**config.mk**
```make
export PLATFORM = sky130hd
export DESIGN_NAME = lpm_supervisor
export DESIGN_NICKNAME = d
export VERILOG_FILES = /design/src/pkg/lpm_pkg.sv /design/src/hw/lpm_sync.sv /design/src/hw/lpm_countdown.sv /design/src/hw/lpm_supervisor.sv
export VERILOG_INCLUDE_DIRS = /design/src /design/src/pkg
export SDC_FILE = /design/constraint.sdc
export NUM_CORES = 1
export LEC_CHECK = 0
export BUFFER_PORTS_ARGS = -buffer_cell sky130_fd_sc_hd__buf_2
export CELL_PAD_IN_SITES_DETAIL_PLACEMENT = 1
export CELL_PAD_IN_SITES_GLOBAL_PLACEMENT = 1
export CORE_MARGIN = 2
export CORE_UTILIZATION = 45
export CTS_BUF_LIST = sky130_fd_sc_hd__clkbuf_8
export DETAILED_ROUTE_END_ITERATION = 10
export PLACE_DENSITY = 0.87
export SKIP_CTS_REPAIR_TIMING = 1
export SLEW_MARGIN = 10
export SYNTH_ARGS = -nofsm -noshare
export SYNTH_HDL_FRONTEND = slang
export SYNTH_HIERARCHICAL = 1
export SYNTH_SLANG_ARGS = --single-unit
export TNS_END_PERCENT = 50
```
**constraint.sdc**
```tcl
create_clock -name clk_sys -period 3.6 [get_ports clk_sys]
set_clock_uncertainty 0.2 [all_clocks]
set_input_delay 0.36 -clock clk_sys [delete_from_list [all_inputs] [get_ports clk_sys]]
set_output_delay 0.36 -clock clk_sys [all_outputs]
set_load 0.005 [all_outputs]
```
**src/pkg/lpm_consts.svh**
```systemverilog
// Constants for the low-power mode supervisor: offsets, fields, resets, timing
`ifndef LPM_CONSTS_SVH
`define LPM_CONSTS_SVH

`define LPM_ADDR_W          4
`define LPM_DATA_W          8
`define LPM_GATE_W          8
`define LPM_LVL_W           3
`define LPM_CNT_W           12

`define LPM_OFS_MODECTL     4'h0
`define LPM_OFS_WAITGATE    4'h1
`define LPM_OFS_SUPPLYCTL   4'h2
`define LPM_OFS_STATUS      4'h3
`define LPM_OFS_BROWNOUT    4'h4

`define LPM_MC_LPRUN        0
`define LPM_MC_ACTHALT      1
`define LPM_MC_REFOFF       2
`define LPM_MC_FASTWAKE     3

`define LPM_SC_EN           0
`define LPM_SC_LVL_LO       1
`define LPM_SC_LVL_HI       3
`define LPM_SC_FALL         4
`define LPM_SC_RISE         5

`define LPM_WAITGATE_RST    8'hFF
`define LPM_BROWNOUT_LVL_DEF 3'h0
`define LPM_BROWNOUT_LVL_MAX 3'h4
`define LPM_DETECT_LVL_MAX   3'h6
`define LPM_DATA_ZERO       8'h00

`define LPM_CLK_MHZ         125
`define LPM_FAST_WAKE_NS    5000
`define LPM_VREF_SETTLE_NS  3000
// Longest time: round down
`define LPM_FAST_WAKE_CYC   12'((`LPM_FAST_WAKE_NS * `LPM_CLK_MHZ) / 1000)
// Least time: round up
`define LPM_VREF_SETTLE_CYC 12'((`LPM_VREF_SETTLE_NS * `LPM_CLK_MHZ + 999) / 1000)

`endif

```
**src/pkg/lpm_pkg.sv**
```systemverilog
// Types for the low-power mode supervisor
`default_nettype none
package lpm_pkg;

  typedef enum logic [2:0] {
    MODE_RUN,
    MODE_WAIT,
    MODE_LPRUN,
    MODE_LPWAIT,
    MODE_ACTHALT,
    MODE_HALT,
    MODE_RESUME
  } lpm_mode_e;

  typedef enum logic [1:0] {
    SUP_HOLD,
    SUP_LOAD,
    SUP_RUN
  } lpm_sup_e;

endpackage : lpm_pkg
`default_nettype wire

```
**src/hw/lpm_sync.sv**
```systemverilog
// Two-flop synchroniser for a group of pin-level inputs
`timescale 1ns/10ps
`default_nettype none
module lpm_sync #(
  parameter int WIDTH = 1
) (
  input  wire logic             clk_sys,
  input  wire logic             reset,
  input  wire logic [WIDTH-1:0] async,
  output logic      [WIDTH-1:0] synced
);

  logic [WIDTH-1:0] stage1;

  always_ff @(posedge clk_sys or posedge reset) begin
    if (reset) begin
      stage1 <= '0;
      synced <= '0;
    end else begin
      stage1 <= async;
      synced <= stage1;
    end
  end

endmodule : lpm_sync
`default_nettype wire

```
**src/hw/lpm_countdown.sv**
```systemverilog
// Loadable down-counter giving a one-cycle done pulse
`timescale 1ns/10ps
`default_nettype none
`include "lpm_consts.svh"
module lpm_countdown (
  input  wire logic                  clk_sys,
  input  wire logic                  reset,
  input  wire logic                  load,
  input  wire logic [`LPM_CNT_W-1:0] loadValue,
  output logic                       done
);

  logic [`LPM_CNT_W-1:0] count;
  logic                  running;

  always_ff @(posedge clk_sys or posedge reset) begin
    if (reset) begin
      count   <= '0;
      running <= 1'b0;
      done    <= 1'b0;
    end else begin
      done <= 1'b0;
      if (load) begin
        count   <= loadValue;
        running <= 1'b1;
      end else if (running) begin
        if (count <= `LPM_CNT_W'(1)) begin
          running <= 1'b0;
          done    <= 1'b1;
        end else begin
          count <= count - `LPM_CNT_W'(1);
        end
      end
    end
  end

endmodule : lpm_countdown
`default_nettype wire

```
**src/hw/lpm_supervisor.sv**
```systemverilog
// Low-power mode sequencer, clock gating, regulator and supply supervisor
//
// The implementer's own choices: the register offsets and the plain strobed port.
`timescale 1ns/10ps
`default_nettype none
`include "lpm_consts.svh"
module lpm_supervisor (
  input  wire logic                   clk_sys,
  input  wire logic                   reset,
  // Register port
  input  wire logic [`LPM_ADDR_W-1:0] regAddr,
  input  wire logic [`LPM_DATA_W-1:0] regWrData,
  input  wire logic                   regWrite,
  input  wire logic                   regRead,
  output logic      [`LPM_DATA_W-1:0] regRdData,
  // Core side, same clock
  input  wire logic                   wait_for_interrupt_instr,
  input  wire logic                   wait_for_event_instr,
  input  wire logic                   haltInstr,
  input  wire logic                   internalIrq,
  // Pins and analog comparators, asynchronous
  input  wire logic                   externalIrq,
  input  wire logic                   rtcIrq,
  input  wire logic                   peripheralEvent,
  input  wire logic                   haltWakeReq,
  input  wire logic                   supplyAbovePowerOn,
  input  wire logic                   supplyAboveBrownout,
  input  wire logic                   supplyAboveLevel,
  // Option byte loader
  output logic                        optionLoadStart,
  input  wire logic                   optionLoadDone,
  input  wire logic [`LPM_LVL_W-1:0]  optionBrownoutLevel,
  input  wire logic                   optionBrownoutOff,
  // Gating and power controls
  output logic                        systemResetHold,
  output logic                        cpuClockEnable,
  output logic      [`LPM_GATE_W-1:0] peripheralClockEnable,
  output logic                        rtcClockEnable,
  output logic                        flashEnable,
  output logic                        ramExecute,
  output logic                        lowSpeedClockSelect,
  output logic                        low_power_regulator_setting,
  output logic                        referenceEnable,
  output logic                        brownoutActive,
  output logic      [`LPM_LVL_W-1:0]  brownoutLevel,
  output logic                        supplyDetectEnable,
  output logic      [`LPM_LVL_W-1:0]  supplyDetectLevel,
  output logic                        supplyDetectIrq
);

  lpm_pkg::lpm_mode_e    mode;
  lpm_pkg::lpm_mode_e    next_mode;
  lpm_pkg::lpm_sup_e     supState;

  logic                  extIrqS;
  logic                  rtcIrqS;
  logic                  periphEvtS;
  logic                  haltWakeS;
  logic                  powerOnOkS;
  logic                  brownoutOkS;
  logic                  levelAboveS;
  logic                  levelAbovePrev;

  logic                  activeHaltSel;
  logic                  refOffInHalt;
  logic                  fastWake;
  logic [`LPM_GATE_W-1:0] waitGate;
  logic                  detectEn;
  logic [`LPM_LVL_W-1:0] detectLvl;
  logic                  fallIrqEn;
  logic                  riseIrqEn;
  logic                  brownoutOff;
  logic                  refWasOff;

  logic                  writeModeCtl;
  logic                  lpRunEnter;
  logic                  lpRunLeave;
  logic                  haltWake;
  logic                  resumeDone;
  logic                  inHalt;
  logic                  supplyFault;
  logic [`LPM_CNT_W-1:0] resumeCount;

  lpm_sync #(
    .WIDTH (7)
  ) u_pinSync (
    .clk_sys (clk_sys),
    .reset   (reset),
    .async   ({externalIrq, rtcIrq, peripheralEvent, haltWakeReq,
               supplyAbovePowerOn, supplyAboveBrownout, supplyAboveLevel}),
    .synced  ({extIrqS, rtcIrqS, periphEvtS, haltWakeS,
               powerOnOkS, brownoutOkS, levelAboveS})
  );

  // Register writes
  assign writeModeCtl = regWrite && (regAddr == `LPM_OFS_MODECTL);
  assign lpRunEnter   = writeModeCtl && regWrWata_lp(regWrData) && (mode == lpm_pkg::MODE_RUN);
  assign lpRunLeave   = writeModeCtl && !regWrWata_lp(regWrData) && (mode == lpm_pkg::MODE_LPRUN);

  function automatic logic regWrWata_lp(input logic [`LPM_DATA_W-1:0] d);
    regWrWata_lp = d[`LPM_MC_LPRUN];
  endfunction : regWrWata_lp

  always_ff @(posedge clk_sys or posedge reset) begin
    if (reset) begin
      activeHaltSel <= 1'b0;
      refOffInHalt  <= 1'b0;
      fastWake      <= 1'b0;
    end else if (writeModeCtl) begin
      activeHaltSel <= regWrData[`LPM_MC_ACTHALT];
      refOffInHalt  <= regWrData[`LPM_MC_REFOFF];
      fastWake      <= regWrData[`LPM_MC_FASTWAKE];
    end
  end

  always_ff @(posedge clk_sys or posedge reset) begin
    if (reset) begin
      waitGate <= `LPM_WAITGATE_RST;
    end else if (regWrite && (regAddr == `LPM_OFS_WAITGATE)) begin
      waitGate <= regWrData[`LPM_GATE_W-1:0];
    end
  end

  // Level 7 is not a valid threshold; clamp to the top one
  always_ff @(posedge clk_sys or posedge reset) begin
    if (reset) begin
      detectEn  <= 1'b0;
      detectLvl <= '0;
      fallIrqEn <= 1'b0;
      riseIrqEn <= 1'b0;
    end else if (regWrite && (regAddr == `LPM_OFS_SUPPLYCTL)) begin
      detectEn  <= regWrData[`LPM_SC_EN];
      detectLvl <= (regWrData[`LPM_SC_LVL_HI:`LPM_SC_LVL_LO] > `LPM_DETECT_LVL_MAX) ?
                   `LPM_DETECT_LVL_MAX : regWrData[`LPM_SC_LVL_HI:`LPM_SC_LVL_LO];
      fallIrqEn <= regWrData[`LPM_SC_FALL];
      riseIrqEn <= regWrData[`LPM_SC_RISE];
    end
  end

  // Reads: data valid the cycle after the strobe only
  always_ff @(posedge clk_sys or posedge reset) begin
    if (reset) begin
      regRdData <= `LPM_DATA_ZERO;
    end else if (regRead) begin
      case (regAddr)
        `LPM_OFS_MODECTL:   regRdData <= {4'h0, fastWake, refOffInHalt, activeHaltSel,
                                          mode == lpm_pkg::MODE_LPRUN || mode == lpm_pkg::MODE_LPWAIT};
        `LPM_OFS_WAITGATE:  regRdData <= waitGate;
        `LPM_OFS_SUPPLYCTL: regRdData <= {2'h0, riseIrqEn, fallIrqEn, detectLvl, detectEn};
        `LPM_OFS_STATUS:    regRdData <= {low_power_regulator_setting, referenceEnable,
                                          brownoutActive, levelAboveS, 1'b0, mode};
        `LPM_OFS_BROWNOUT:  regRdData <= {3'h0, brownoutOff, 1'b0, brownoutLevel};
        default:            regRdData <= `LPM_DATA_ZERO;
      endcase
    end else begin
      regRdData <= `LPM_DATA_ZERO;
    end
  end

  // Supervisor: power-on hold, option load, run
  assign inHalt      = (mode == lpm_pkg::MODE_HALT) || (mode == lpm_pkg::MODE_ACTHALT);
  assign supplyFault = !powerOnOkS || (brownoutActive && !brownoutOkS);

  always_ff @(posedge clk_sys or posedge reset) begin
    if (reset) begin
      supState        <= lpm_pkg::SUP_HOLD;
      optionLoadStart <= 1'b0;
      brownoutOff     <= 1'b0;
      brownoutLevel   <= `LPM_BROWNOUT_LVL_DEF;
    end else begin
      optionLoadStart <= 1'b0;
      case (supState)
        lpm_pkg::SUP_HOLD: begin
          if (powerOnOkS && brownoutOkS) begin
            supState        <= lpm_pkg::SUP_LOAD;
            optionLoadStart <= 1'b1;
          end
        end
        lpm_pkg::SUP_LOAD: begin
          if (!powerOnOkS || !brownoutOkS) begin
            supState <= lpm_pkg::SUP_HOLD;
          end else if (optionLoadDone) begin
            supState      <= lpm_pkg::SUP_RUN;
            brownoutOff   <= optionBrownoutOff;
            brownoutLevel <= (optionBrownoutLevel > `LPM_BROWNOUT_LVL_MAX) ?
                             `LPM_BROWNOUT_LVL_MAX : optionBrownoutLevel;
          end
        end
        lpm_pkg::SUP_RUN: begin
          if (supplyFault) begin
            supState <= lpm_pkg::SUP_HOLD;
          end
        end
        default: supState <= lpm_pkg::SUP_HOLD;
      endcase
    end
  end

  // Brownout watched until options say otherwise, and not while the reference is off in halt
  always_comb begin
    if (supState != lpm_pkg::SUP_RUN) begin
      brownoutActive = 1'b1;
    end else begin
      brownoutActive = !brownoutOff && referenceEnable;
    end
  end

  assign systemResetHold = (supState != lpm_pkg::SUP_RUN);

  // Wake sources sampled on the free-running clock, so gating never blinds them
  assign haltWake = (mode == lpm_pkg::MODE_HALT) ? (extIrqS || haltWakeS) :
                    (rtcIrqS || extIrqS);

  always_comb begin
    next_mode = mode;
    case (mode)
      lpm_pkg::MODE_RUN: begin
        if (lpRunEnter) begin
          next_mode = lpm_pkg::MODE_LPRUN;
        end else if (haltInstr) begin
          next_mode = activeHaltSel ? lpm_pkg::MODE_ACTHALT : lpm_pkg::MODE_HALT;
        end else if (wait_for_interrupt_instr || wait_for_event_instr) begin
          next_mode = lpm_pkg::MODE_WAIT;
        end
      end
      lpm_pkg::MODE_WAIT: begin
        if (internalIrq || extIrqS) begin
          next_mode = lpm_pkg::MODE_RUN;
        end
      end
      // Interrupts are deliberately not looked at here
      lpm_pkg::MODE_LPRUN: begin
        if (lpRunLeave) begin
          next_mode = lpm_pkg::MODE_RUN;
        end else if (wait_for_event_instr) begin
          next_mode = lpm_pkg::MODE_LPWAIT;
        end
      end
      lpm_pkg::MODE_LPWAIT: begin
        if (periphEvtS) begin
          next_mode = lpm_pkg::MODE_LPRUN;
        end
      end
      lpm_pkg::MODE_ACTHALT,
      lpm_pkg::MODE_HALT: begin
        if (haltWake) begin
          next_mode = lpm_pkg::MODE_RESUME;
        end
      end
      lpm_pkg::MODE_RESUME: begin
        if (resumeDone) begin
          next_mode = lpm_pkg::MODE_RUN;
        end
      end
      default: next_mode = lpm_pkg::MODE_RUN;
    endcase
  end

  // Reset of the system returns every mode to run
  always_ff @(posedge clk_sys or posedge reset) begin
    if (reset) begin
      mode <= lpm_pkg::MODE_RUN;
    end else if (systemResetHold) begin
      mode <= lpm_pkg::MODE_RUN;
    end else begin
      mode <= next_mode;
    end
  end

  // Remember whether the reference was off, to know the resume wait
  always_ff @(posedge clk_sys or posedge reset) begin
    if (reset) begin
      refWasOff <= 1'b0;
    end else if (inHalt) begin
      refWasOff <= refOffInHalt;
    end
  end

  // Settling adds to the base wake, so fast wake is never the slower path
  assign resumeCount = (refWasOff && !fastWake) ?
                       `LPM_FAST_WAKE_CYC + `LPM_VREF_SETTLE_CYC : `LPM_FAST_WAKE_CYC;

  lpm_countdown u_resumeTimer (
    .clk_sys   (clk_sys),
    .reset     (reset),
    .load      (inHalt && haltWake && !systemResetHold),
    .loadValue (resumeCount),
    .done      (resumeDone)
  );

  // Gating outputs registered from the next mode
  always_ff @(posedge clk_sys or posedge reset) begin
    if (reset) begin
      cpuClockEnable        <= 1'b1;
      peripheralClockEnable <= '1;
      rtcClockEnable        <= 1'b1;
      flashEnable           <= 1'b1;
      ramExecute            <= 1'b0;
      lowSpeedClockSelect   <= 1'b0;
    end else begin
      cpuClockEnable        <= 1'b0;
      peripheralClockEnable <= '0;
      rtcClockEnable        <= 1'b1;
      flashEnable           <= 1'b1;
      ramExecute            <= 1'b0;
      lowSpeedClockSelect   <= 1'b0;
      case (systemResetHold ? lpm_pkg::MODE_RUN : next_mode)
        lpm_pkg::MODE_RUN: begin
          cpuClockEnable        <= 1'b1;
          peripheralClockEnable <= '1;
        end
        lpm_pkg::MODE_WAIT: begin
          peripheralClockEnable <= waitGate;
        end
        lpm_pkg::MODE_LPRUN,
        lpm_pkg::MODE_LPWAIT: begin
          cpuClockEnable        <= (next_mode == lpm_pkg::MODE_LPRUN);
          peripheralClockEnable <= waitGate;
          flashEnable           <= 1'b0;
          ramExecute            <= 1'b1;
          lowSpeedClockSelect   <= 1'b1;
        end
        lpm_pkg::MODE_ACTHALT: begin
          flashEnable <= 1'b0;
        end
        lpm_pkg::MODE_HALT: begin
          rtcClockEnable <= 1'b0;
          flashEnable    <= 1'b0;
        end
        lpm_pkg::MODE_RESUME: begin
          rtcClockEnable <= 1'b1;
        end
        default: begin
          cpuClockEnable <= 1'b1;
        end
      endcase
    end
  end

  // Regulator and reference follow the mode without software help
  always_ff @(posedge clk_sys or posedge reset) begin
    if (reset) begin
      low_power_regulator_setting <= 1'b0;
      referenceEnable             <= 1'b1;
    end else if (systemResetHold) begin
      low_power_regulator_setting <= 1'b0;
      referenceEnable             <= 1'b1;
    end else begin
      case (next_mode)
        lpm_pkg::MODE_LPRUN,
        lpm_pkg::MODE_LPWAIT: begin
          low_power_regulator_setting <= 1'b1;
          referenceEnable             <= 1'b1;
        end
        lpm_pkg::MODE_ACTHALT,
        lpm_pkg::MODE_HALT: begin
          low_power_regulator_setting <= 1'b1;
          referenceEnable             <= !refOffInHalt;
        end
        default: begin
          low_power_regulator_setting <= 1'b0;
          referenceEnable             <= 1'b1;
        end
      endcase
    end
  end

  // Supply-level detector: edges of the comparator level
  always_ff @(posedge clk_sys or posedge reset) begin
    if (reset) begin
      levelAbovePrev  <= 1'b0;
      supplyDetectIrq <= 1'b0;
    end else begin
      levelAbovePrev  <= levelAboveS;
      supplyDetectIrq <= detectEn && ((fallIrqEn && levelAbovePrev && !levelAboveS) ||
                                      (riseIrqEn && !levelAbovePrev && levelAboveS));
    end
  end

  assign supplyDetectEnable = detectEn;
  assign supplyDetectLevel  = detectLvl;

endmodule : lpm_supervisor
`default_nettype wire

```
======== Word level (Yosys, flattened, before mapping) ========
Index checks and enable logic that the tools add are counted.
word-level totals
  bits in registers ....................... 80
cells by class
  add/sub/neg operators ................... 1
  mux-type cells .......................... 44
  order comparisons ....................... 3
  reductions and logical operators ........ 51
  equal/unequal tests ..................... 27
  bitwise logic cells ..................... 1
operators with widths
  kind                     number
  $pmux W8 S5              1
  $mux W12                 3
  $mux W3                  12
  $eq A3 B3 Y1 const B     8
  $eq A3 B2 Y1 const B     6
  $logic_and A1 B1 Y1      18
  $mux W1                  18
  $pmux W3 S6              1
  $pmux W8 S2              1
  $le A12 B1 Y1 const B    1
  $reduce_or A4 Y1         3
  $sub A12 B1 Y12 const B  1
  $logic_not A1 Y1         9
  $logic_or A1 B1 Y1       9
  $mux W9                  1
  $eq A4 B2 Y1 const B     2
  $mux W2                  4
  $mux W8                  1
  $eq A3 B1 Y1 const B     2
  $gt A3 B3 Y1 const B     2
  $logic_not A3 Y1         2
  $ne A2 B2 Y1 const B     3
  $pmux W2 S3              1
  $reduce_and A3 Y1        2
  14 further kinds         16

======== Longest topological paths before layout ========
Gate-level depths: netlist of run 1.
  depth in word-level cells ............... 10
  gate-level depth with buffers ........... 11
  gate-level depth less buffers ........... 10

======== By module ========
The synthesis of run 1 kept the hierarchy.
modules (own cells, without submodules)
  module          sequential area each (µm²)  times used  area an instance (µm²)  cells each
  lpm_supervisor  1326.3                      1           2402.3                  204
  lpm_countdown   350.3                       1           845.8                   90
  lpm_sync        350.3                       1           354.1                   15

======== Least setup slack after synthesis of run 1 ========
OpenSTA, ideal clock, no wires.
  path kind ............................... input -> register
  start ................................... input port regAddr[0]
  end ..................................... register cpuClockEnable
  arrival time ............................ 2.405 ns
  path slack .............................. 0.920 ns
  stages .................................. 11
  cells stage by stage .................... buf_6 > nor3b_4 > a311oi_1 > a22o_1 > nand2_1 > buf_2 > ha_1 > inv_1 > a221o_1 > or4b_1 > o211ai_2
between the ends
  word-level cells in the longest chain between the ends .. 10
  elaborated cells on any way between the ends .. 20
  those cells by class .................... 7 x eq/ne; 5 x mux; 8 x reduce/logical
ends and longest elaborated chain
  element                                                                RTL line                                      source
  start: declaration                                                     lpm_supervisor.sv:11                          input wire logic [`LPM_ADDR_W-1:0] regAddr,
  $logic_not A4 Y1 (*)                                                   --
  $logic_and A1 B1 Y1 (*)                                                lpm_supervisor.sv:96                          assign writeModeCtl = regWrite && (regAddr == `LPM_OFS_MODECTL);
  $logic_and A1 B1 Y1, on equally long branches (2 in series)            lpm_supervisor.sv:98, lpm_supervisor.sv:97
  $mux W3, on equally long branches                                      lpm_supervisor.sv:233, lpm_supervisor.sv:218
  $pmux W3 S6 (*)                                                        lpm_supervisor.sv:216                         case (mode)
  $mux W3                                                                lpm_supervisor.sv:307                         case (systemResetHold ? lpm_pkg::MODE_RUN : next_mode)
  $eq A3 B3 Y1, or another cell as far along                             lpm_supervisor.sv:307
  $reduce_or A4 Y1 (no line) / $reduce_or A2 Y1 (equally long branches)  --
  $pmux W1 S2 (*)                                                        lpm_supervisor.sv:307
  end signal: assignment                                                 lpm_supervisor.sv:317                         cpuClockEnable <= (next_mode == lpm_pkg::MODE_LPRUN);
  end: declaration                                                       lpm_supervisor.sv:36                          output logic cpuClockEnable,
Every way passes the cells marked *; elsewhere a longest branch is shown, timed or not.
A chain may end at the register's enable or synchronous reset.

======== Final worst setup path of run 1 ========
  start ................................... register mode[2]
  end ..................................... register cpuClockEnable
between the ends
  word-level cells in the longest chain between the ends .. 8
  elaborated cells on any way between the ends .. 32
  those cells by class .................... 13 x eq/ne; 13 x mux; 6 x reduce/logical
ends and longest elaborated chain
  element                                                                RTL line                                                             source
  start: declaration                                                     lpm_supervisor.sv:51                                                 lpm_pkg::lpm_mode_e mode;
  start signal: assignment                                               lpm_supervisor.sv:262                                                mode <= lpm_pkg::MODE_RUN;
  start signal: assignment                                               lpm_supervisor.sv:264                                                mode <= lpm_pkg::MODE_RUN;
  start signal: assignment                                               lpm_supervisor.sv:266                                                mode <= next_mode;
  $eq A3 B3 Y1, or another cell as far along                             lpm_supervisor.sv:211, lpm_supervisor.sv:216
  $mux W1, or another cell as far along                                  lpm_supervisor.sv:211                                                assign haltWake = (mode == lpm_pkg::MODE_HALT) ? (extIrqS || haltWakeS) :
  $mux W3, on equally long branches                                      lpm_supervisor.sv:246, lpm_supervisor.sv:218, lpm_supervisor.sv:233
  $pmux W3 S6 (*)                                                        lpm_supervisor.sv:216
  $mux W3                                                                lpm_supervisor.sv:307
  $eq A3 B3 Y1, or another cell as far along                             lpm_supervisor.sv:307
  $reduce_or A4 Y1 (no line) / $reduce_or A2 Y1 (equally long branches)  --
  $pmux W1 S2 (*)                                                        lpm_supervisor.sv:307
Marked as above.

==> impl_metrics.csv, run 1 <==
group,metric,value,unit
final_layout,drive_gt1_share,35.9,%
timing,hold_viol_final,0,
final_layout,fin_nets,426,
drt,drtPass1Iterations,4,
grt,grt_max_degree,53,
die,die_w,93.5,µm
yosys,synth.avg_cell_area,11.7,µm²
critical_path,cp.arrival,3.09,ns
cts,root_buffer,"clkbuf_8",
timing,relSlewSlack,28.7,%
placed_design,io_buffers,65,
timing,grt_setup_unrepaired,"no",
yosys,synthFlopType,"dfrtp_1",
drt,drt_iter0_drc,139,
cts,cts_buffers,9,
placed_design,dp_hpwl,6540,µm
critical_path,crit_path_end_kind,"register",
power,p_int,0.00149,W
drt,via_per_inst,5.64,
final_layout,fillCellCount,860,
die,core,0.00773,mm²
timing,slew_viol_final,0,
critical_path,required,3.68,ns
power,power.leakage,1.93,nW
drt,vias,2804,
cts,clk_path_buf_depth,2,
cts,h-tree-depth,3,
outcome,outcome,"completed",
yosys,yosysUniqueCellTypes,58,
yosys,ys_ff_latch,80,
timing,finalSetupTns,0,ns
drt,totalWireLength,9580,µm
grt,grt_pass1_wl,15200,µm
placed_design,gp_congestion,0.894,
die,die-height,93.5,µm
timing,finalCriticalPeriod,3.01,ns
power,pwr-share-comb,13.8,%
run,maxCapViolations,0,
power,seqPwrFrac,53.2,%
cts,path_clk_slew,0.08,ns
cts,cts_num_sinks,80,
yosys,syn_inst,309,
final_layout,multiInputGateArea,0.00145,mm²
drt,drc_errors,0,
die,initial_core_util,46.6,%
grt,track_usage,23.1,%
power,power.density,471,mW/mm²
final_layout,areaGrowthSynthToFinish,19.7,%
timing,timing.final.crit_share,83.6,%
hold_path,worst_hold_path_type,"in -> reg",
final_layout,seq_area,0.00203,mm²
power,power_frac_clock,33.0,%
drt,wl_per_cell,19.3,µm
yosys,synth_edf_count,0,
cts,clock_latency,0.36,ns
timing,worst_pin_slew,1.07,ns
die,rows,32,
power,netSwitchingFraction,26.6,%
timing,finalSetupViolCount,0,
power,ir_worst_vdd,0.000254,V
cts,cts_tree,"built",
die,die-area,0.00874,mm²
yosys,yosysSeqAreaShare,56.3,%
power,power,0.00203,W
critical_path,worst-setup-path-type,"reg -> reg",
yosys,syn_area,0.00360,mm²
yosys,yosys_warnings,6,
grt,grt_pass1_vias,2925,
die,pin_count,66,
critical_path,critPathMaxFanout,9,
final_layout,n_antenna_cell,0,
timing,max_freq,332,MHz
yosys,synthArstFlopShare,100,%
critical_path,start_kind,"register",
power,p_sw,0.000539,W
grt,antenna_found_initial,0,
drt,route.antenna.remaining_nets,0,
grt,grt.overflow.total,0,
critical path: stages (launching register included):
cell and delay [ns]:
dfrtp_1 0.52, nor2_1 0.12, and3_1 0.19, o211ai_1 0.37
inv_1 0.14, nor2_1 0.16, ha_1 0.25, inv_1 0.10
a221o_1 0.26, or4b_1 0.52, o211ai_2 0.10
cells in the mapped netlist, drive strengths merged (3+ instances only):
cell | count | area [µm²]
nor4 | 5 | 31.3
ha | 4 | 50.1
o31a | 10 | 88.8
dfstp | 20 | 526
nand3 | 5 | 25.0
inv | 13 | 48.8
or2 | 3 | 21.3
nand2 | 25 | 93.8
a32oi | 3 | 26.3
nand4 | 3 | 18.8
and2 | 3 | 18.8
nor3 | 6 | 35.0
mux2 | 26 | 293
o211ai | 7 | 57.6
a21oi | 8 | 40.0
dfrtp | 60 | 1500
nand2b | 4 | 25.0
a31oi | 4 | 25.0
nand3b | 6 | 45.0
nor2b | 4 | 25.0
buf | 6 | 51.3
or4 | 7 | 56.3
mux2i | 4 | 40.0
and3 | 5 | 32.5
o21ai | 14 | 70.1
clkbuf | 8 | 40.0
nor2 | 18 | 67.6
o31ai | 3 | 22.5
routing by layer:
| metal | part of all wire (%) | global-route usage, % | vias to the layer above |
|---|---|---|---|
| li1 | - | - | 1279 |
| met1 | 42 | 28.8 | 1429 |
| met2 | 51 | 38.8 | 77 |
| met3 | 4.7 | 5.72 | 19 |
| met4 | 2.1 | 8.46 | 0 |
| met5 | 0 | 0 | - |
power groups by stage:
stage                     sequential [W]  clock, W  combinational (W)
after floorplan                  0.00107         0           0.000179
final                            0.00108  0.000669           0.000280
after global placement           0.00109         0           0.000257
after CTS                        0.00108  0.000681           0.000275
after detailed placement         0.00109         0           0.000269
after global routing             0.00109  0.000716           0.000312
per-stage QoR:
stage / util (%) / hold slack [ns] / cell area (µm²) / worst slack, ns / instances
final: 55.8 / 0.0464 / 4310 / 0.589 / 497
after global routing: 55.8 / 0.0289 / 4310 / 0.455 / 497
after CTS: 54.6 / -0.108 / 4220 / 0.594 / 488
after detailed placement: 52.0 / 0.137 / 4020 / 0.597 / 472
after global placement: 52.0 / 0.134 / 4020 / 0.790 / 472
after floorplan: - / 0.0492 / 3620 / 0.920 / 314
placed cells by master (no fill, tap or decap), types with 4 or more instances in the layout:
cell / count
nor4_1: 5
mux2i_1: 4
mux2_2: 26
dlygate4sd3_1: 9
o211ai_1: 6
clkbuf_8: 11
nor3_1: 5
buf_2: 65
a21oi_1: 8
conb_1: 7
dfrtp_1: 60
nand2_1: 25
buf_4: 5
a31oi_1: 4
nand2b_1: 4
o31a_1: 9
or4_1: 6
nand3_1: 5
dfstp_2: 20
inv_1: 15
nand3b_1: 6
and3_1: 4
ha_1: 4
o21ai_0: 14
nor2_1: 18
nor2b_1: 4
final cells by class:
class,instances,share of cell area [%]
sequential,80,47.0
multi-input combinational,207,33.7
timing repair buffer,79,10.5
clock buffer,11,3.51
tap,102,2.96
clock inverter,5,1.13
inverter,13,1.13
worst paths after layout:
kind / start / end / slack, ns / depth (start not counted)
max in group asynchronous: reset / regRdData[2]$_DFF_PP0_ / 1.90 / 3
hold reg to reg: u_pinSync/stage1[4]$_DFF_PP0_ / u_pinSync/synced[4]$_DFF_PP0_ / 0.15 / 0
setup / recovery: mode[2]$_DFF_PP0_ / cpuClockEnable$_DFF_PP1_ / 0.59 / 10
min in group asynchronous: reset / u_resumeTimer/count[4]$_DFFE_PP0P_ / 0.43 / 3
setup reg to reg: mode[2]$_DFF_PP0_ / cpuClockEnable$_DFF_PP1_ / 0.59 / 10
hold / removal: optionBrownoutOff / brownoutOff$_DFFE_PP0P_ / 0.05 / 2
kinds of logic after synthesis:
kind of cell	synth area share, %
multiplexers	9.86
other	0.208
AND/OR/NAND/NOR	15.6
adder cells (fa/ha/maj)	1.39
flip-flops	56.3
buffers and inverters	3.89
XOR/XNOR	0.243
AO/OA/AOI/OAI	12.5
sequential cells by signal (all words and copies together), names as in the netlist, 2 cells and up:
name                   count
u_resumeTimer/count       12
peripheralClockEnable      8
regRdData                  8
waitGate                   8
u_pinSync/stage1           7
u_pinSync/synced           7
brownoutLevel              3
mode                       3
supplyDetectLevel          3
supState                   2
Power figures use the tool's default switching activity.
==> run 2, diff against run 1 <==
- clock period: 3.6 -> 3.1 ns (I/O delays scaled with it)
==> impl_metrics.csv, run 2 (synthesis gave the netlist of run 1 again) <==
group,metric,value,unit
power,seqPwrFrac,49.9,%
critical_path,crit_chain,"nor2_1, and3_1, o211ai_1, inv_1, nor2_1, ha_1, inv_1, a221o_1, or4b_1, o211ai_2",
cts,path_clk_slew,0.08,ns
die,initial_core_util,46.6,%
critical_path,worst-setup-path-type,"reg -> reg",
drt,totalWireLength,9540,µm
critical_path,start_kind,"register",
grt,grt.overflow.total,0,
die,die-area,0.00874,mm²
run,maxCapViolations,0,
timing,finalCriticalPeriod,2.90,ns
placed_design,gp_congestion,0.875,
cts,h-tree-depth,3,
power,p_int,0.00188,W
grt,grt_pass1_wl,15200,µm
power,power_frac_clock,37.0,%
critical_path,cp.arrival,2.99,ns
critical_path,crit_path_end_kind,"register",
timing,worst_pin_slew,0.969,ns
power,power,0.00252,W
critical_path,rr_worst_depth,10,
cts,clk_path_buf_depth,2,
timing,finalSetupTns,0,ns
hold_path,worst_hold_path_type,"in -> reg",
cts,cts_tree,"built",
drt,wl_per_cell,19.0,µm
cts,cts_num_sinks,80,
die,die-height,93.5,µm
cts,clock_latency,0.35,ns
placed_design,io_buffers,65,
outcome,outcome,"completed",
critical_path,reg2reg_from,"mode[2]$_DFF_PP0_",
final_layout,layout_commonest_cell,"buf_2",
final_layout,largest_register_ffs,12,
critical_path,worstSetupStartpoint,"mode[2]$_DFF_PP0_",
die,pin_count,66,
drt,via_per_inst,5.61,
final_layout,fillCellCount,852,
critical_path,required,3.18,ns
grt,track_usage,23.0,%
placed_design,dp_hpwl,6810,µm
grt,grt_pass1_vias,2983,
drt,drtPass1Iterations,4,
critical_path,ff2ff_setup_slack,0.20,ns
timing,timing.final.crit_share,93.7,%
final_layout,largest-register,"u_resumeTimer/count",
power,p_sw,0.000640,W
timing,max_freq,344,MHz
power,power.density,574,mW/mm²
cts,root_buffer,"clkbuf_8",
grt,grt_max_degree,49,
timing,hold_viol_final,0,
timing,grt_setup_unrepaired,"no",
die,core,0.00773,mm²
critical_path,slowest_delay,0.51,ns
power,ir_worst_vdd,0.000292,V
critical_path,r2r_end,"cpuClockEnable$_DFF_PP1_",
final_layout,drive_gt1_share,36.8,%
grt,antenna_found_initial,0,
drt,drc_errors,0,
power,pwr-share-comb,13.2,%
die,die_w,93.5,µm
critical_path,critPathMaxFanout,9,
timing,relSlewSlack,35.3,%
critical_path,endpoint,"cpuClockEnable$_DFF_PP1_",
drt,drt_iter0_drc,127,
placed_design,dp.cells,475,
final_layout,areaGrowthSynthToFinish,22.1,%
critical_path,cpMaxStageDelayCell,"dfrtp_1",
drt,vias,2815,
final_layout,n_antenna_cell,0,
drt,route.antenna.remaining_nets,0,
final_layout,mostFrequentLayoutCells,"buf_2 (65), dfrtp_1 (60), mux2_2 (26)",
cts,cts_buffers,9,
timing,finalSetupViolCount,0,
power,netSwitchingFraction,25.4,%
final_layout,fin_nets,431,
final_layout,fin_cells,502,
power,power.leakage,1.97,nW
die,rows,32,
timing,slew_viol_final,0,
==> run 2: worst max-delay path: cells and delay by family, from the launching register on <==
| kind | cells | cell delay, ns |
|---|---|---|
| compound gates | 3 | 0.69 |
| fa+ha+maj | 1 | 0.24 |
| buf+inv | 2 | 0.21 |
| flops | 1 | 0.51 |
| simple gates | 4 | 0.99 |
==> run 2: worst min path at each step <==
stage / endpoint / startpoint / slack, ns / cells after the start
3_5_place_dp: u_pinSync/synced[3]$_DFF_PP0_ / u_pinSync/stage1[3]$_DFF_PP0_ / 0.14 / 0
4_1_cts: u_resumeTimer/running$_DFF_PP0_ / reset / -0.17 / 2
5_1_grt: brownoutLevel[2]$_DFFE_PP0P_ / optionBrownoutLevel[2] / 0.007 / 2
3_3_place_gp: u_pinSync/synced[2]$_DFF_PP0_ / u_pinSync/stage1[2]$_DFF_PP0_ / 0.13 / 0
2_1_floorplan: u_pinSync/stage1[0]$_DFF_PP0_ / reset / -0.0008 / 1
6_report: fallIrqEn$_DFFE_PP0P_ / regWrData[4] / 0.005 / 2
==> run 2: power groups by stage <==
| stage | combinational [W] | clock, W | sequential, W |
|---|---|---|---|
| after global placement | 0.000301 | 0 | 0.00127 |
| after CTS | 0.000325 | 0.000946 | 0.00125 |
| after floorplan | 0.000208 | 0 | 0.00124 |
| after global routing | 0.000369 | 0.000989 | 0.00127 |
| final | 0.000332 | 0.000933 | 0.00126 |
| after detailed placement | 0.000320 | 0 | 0.00127 |
==> run 2: per-layer routing <==
metal  up-vias  wire [µm]  track usage [%]
met2        71       4910             38.9
met1      1447       4160             30.1
met3        10        371             3.06
met4         0        106             8.58
li1       1287          -                -
met5         -          0                0
==> run 2: cell type report <==
class	count	area (µm²)	share of cell area, %
clock buffers	10	138	3.13
repair buffers	84	495	11.3
well taps	102	128	2.90
flip-flops and latches	80	2030	46.1
multi-input cells	207	1450	33.1
clock inverters	6	108	2.45
inverters	13	48.8	1.11
==> run 2: metrics by stage <==
stage	area [µm²]	hold WS (ns)	worst slack [ns]	util, %
final	4400	0.00458	0.196	56.9
after detailed placement	4040	0.136	0.256	52.3
after floorplan	3620	-0.000781	0.470	-
after global placement	4040	0.133	0.443	52.3
after global routing	4400	0.00711	0.00734	56.9
after CTS	4290	-0.166	0.213	55.5
==> run 3, diff against run 2 <==
- MAX_ROUTING_LAYER: default -> met4
==> impl_metrics.csv, run 3 (synthesis gave the netlist of run 1 again) <==
group,metric,value,unit
placed_design,io_buffers,65,
cts,path_clk_slew,0.08,ns
timing,worst_pin_slew,0.979,ns
placed_design,gp_congestion,0.889,
timing,max_freq,345,MHz
timing,slew_viol_final,0,
cts,clock_latency,0.36,ns
power,pwr-share-comb,13.2,%
grt,grt_pass1_wl,15200,µm
timing,timing.final.crit_share,93.6,%
hold_path,min_from,"regWrData[4]",
timing,finalSetupTns,0,ns
drt,wl_per_cell,19.0,µm
cts,cts_buffers,9,
power,netSwitchingFraction,25.4,%
final_layout,layout_commonest_cell,"buf_2",
timing,fin_hold_ws,0.00347,ns
grt,track_usage,23.6,%
critical_path,ff2ff_setup_slack,0.20,ns
grt,grt.overflow.total,0,
timing,hold_viol_final,0,
timing,grt_setup_unrepaired,"no",
cts,cts_tree,"built",
final_layout,n_antenna_cell,0,
drt,drtPass1Iterations,4,
final_layout,fillCellCount,852,
die,die_w,93.5,µm
critical_path,crit_chain,"nor2_1, and3_1, o211ai_1, inv_1, nor2_1, ha_1, inv_1, a221o_1, or4b_1, o211ai_2",
grt,grt_max_degree,49,
critical_path,cpMaxStageDelayCell,"dfrtp_1",
critical_path,rr_worst_depth,10,
critical_path,critPathMaxFanout,9,
final_layout,largest-register,"u_resumeTimer/count",
timing,finalSetupViolCount,0,
cts,clk_path_buf_depth,2,
die,rows,32,
critical_path,required,3.18,ns
power,p_int,0.00188,W
drt,drt_iter0_drc,175,
hold_path,worst_hold_path_type,"in -> reg",
die,pin_count,66,
final_layout,drive_gt1_share,36.8,%
critical_path,start_kind,"register",
cts,h-tree-depth,3,
run,maxCapViolations,0,
cts,root_buffer,"clkbuf_8",
power,power.leakage,1.97,nW
critical_path,slowest_delay,0.50,ns
die,initial_core_util,46.6,%
grt,grt_pass1_vias,2981,
final_layout,mostFrequentLayoutCells,"buf_2 (65), dfrtp_1 (60), mux2_2 (26)",
drt,drc_errors,0,
hold_path,hold_end,"waitGate[4]$_DFFE_PP1P_",
power,power.density,574,mW/mm²
timing,relSlewSlack,34.6,%
timing,setup_ws,0.200,ns
drt,totalWireLength,9560,µm
timing,finalCriticalPeriod,2.90,ns
power,seqPwrFrac,49.9,%
outcome,outcome,"completed",
critical_path,r2r_end,"cpuClockEnable$_DFF_PP1_",
hold_path,hold_depth,2,
final_layout,largest_register_ffs,12,
critical_path,crit_path_end_kind,"register",
power,ir_worst_vdd,0.000292,V
critical_path,cp.arrival,2.98,ns
cts,cts_num_sinks,80,
final_layout,final_util,56.9,%
power,p_sw,0.000641,W
die,die-height,93.5,µm
placed_design,dp_hpwl,6810,µm
placed_design,place_ws,0.256,ns
critical_path,worst-setup-path-type,"reg -> reg",
final_layout,areaGrowthSynthToFinish,22.1,%
drt,vias,2820,
critical_path,reg2reg_from,"mode[2]$_DFF_PP0_",
drt,via_per_inst,5.62,
die,die-area,0.00874,mm²
power,power_frac_clock,36.9,%
final_layout,fin_nets,431,
grt,antenna_found_initial,0,
die,core,0.00773,mm²
drt,route.antenna.remaining_nets,0,
-- run 3: cell counts in the layout (fill, tap and decap cells not counted) --
Identical to the previous run, type by type.
-- run 3: metrics by stage --
stage,area (µm²),cells,power (W)
2_1_floorplan,3620,314,0.00145
4_1_cts,4290,491,0.00253
3_5_place_dp,4040,475,0.00159
5_1_grt,4400,502,0.00263
6_report,4400,502,0.00252
3_3_place_gp,4040,475,0.00157
-- run 3: worst max-delay path: cells and delay by family, from the launching register on --
kind / cells / cell delay (ns)
and+or+nand+nor: 4 / 0.99
adders and majority gates: 1 / 0.24
DFF: 1 / 0.50
AOI/OAI and AO/OA: 3 / 0.69
buffers and inverters: 2 / 0.21
-- run 3: worst max-delay path by stage --
stage / startpoint / to / slack [ns]
after floorplan: regAddr[0] / cpuClockEnable$_DFF_PP1_ / 0.47
after global placement: mode[2]$_DFF_PP0_ / cpuClockEnable$_DFF_PP1_ / 0.44
after detailed placement: mode[2]$_DFF_PP0_ / cpuClockEnable$_DFF_PP1_ / 0.26
after CTS: mode[2]$_DFF_PP0_ / cpuClockEnable$_DFF_PP1_ / 0.21
after global routing: mode[2]$_DFF_PP0_ / cpuClockEnable$_DFF_PP1_ / 0.007
final: mode[2]$_DFF_PP0_ / cpuClockEnable$_DFF_PP1_ / 0.20
-- run 3: area by class of cell --
| type | count | area [µm²] | area share, % |
|---|---|---|---|
| Sequential cell | 80 | 2030 | 46.1 |
| Clock buffer | 10 | 138 | 3.13 |
| Timing Repair Buffer | 84 | 495 | 11.3 |
| Inverter | 13 | 48.8 | 1.11 |
| Clock inverter | 6 | 108 | 2.45 |
| Multi-Input combinational cell | 207 | 1450 | 33.1 |
| Tap cell | 102 | 128 | 2.90 |
-- run 3: layer usage --
layer / wire length (µm) / track usage [%] / vias to the layer above
met5: 0 / - / -
met1: 4180 / 30.1 / 1458
met4: 57 / 8.58 / 0
met3: 407 / 3.06 / 5
met2: 4920 / 39.0 / 70
li1: - / - / 1287
-- run 3: power by group through the flow --
stage	Combinational [W]	Clock [W]	Sequential, W
finish	0.000333	0.000932	0.00126
global route	0.000369	0.000988	0.00127
CTS	0.000325	0.000946	0.00125
detailed placement	0.000320	0	0.00127
global placement	0.000301	0	0.00127
floorplan	0.000208	0	0.00124
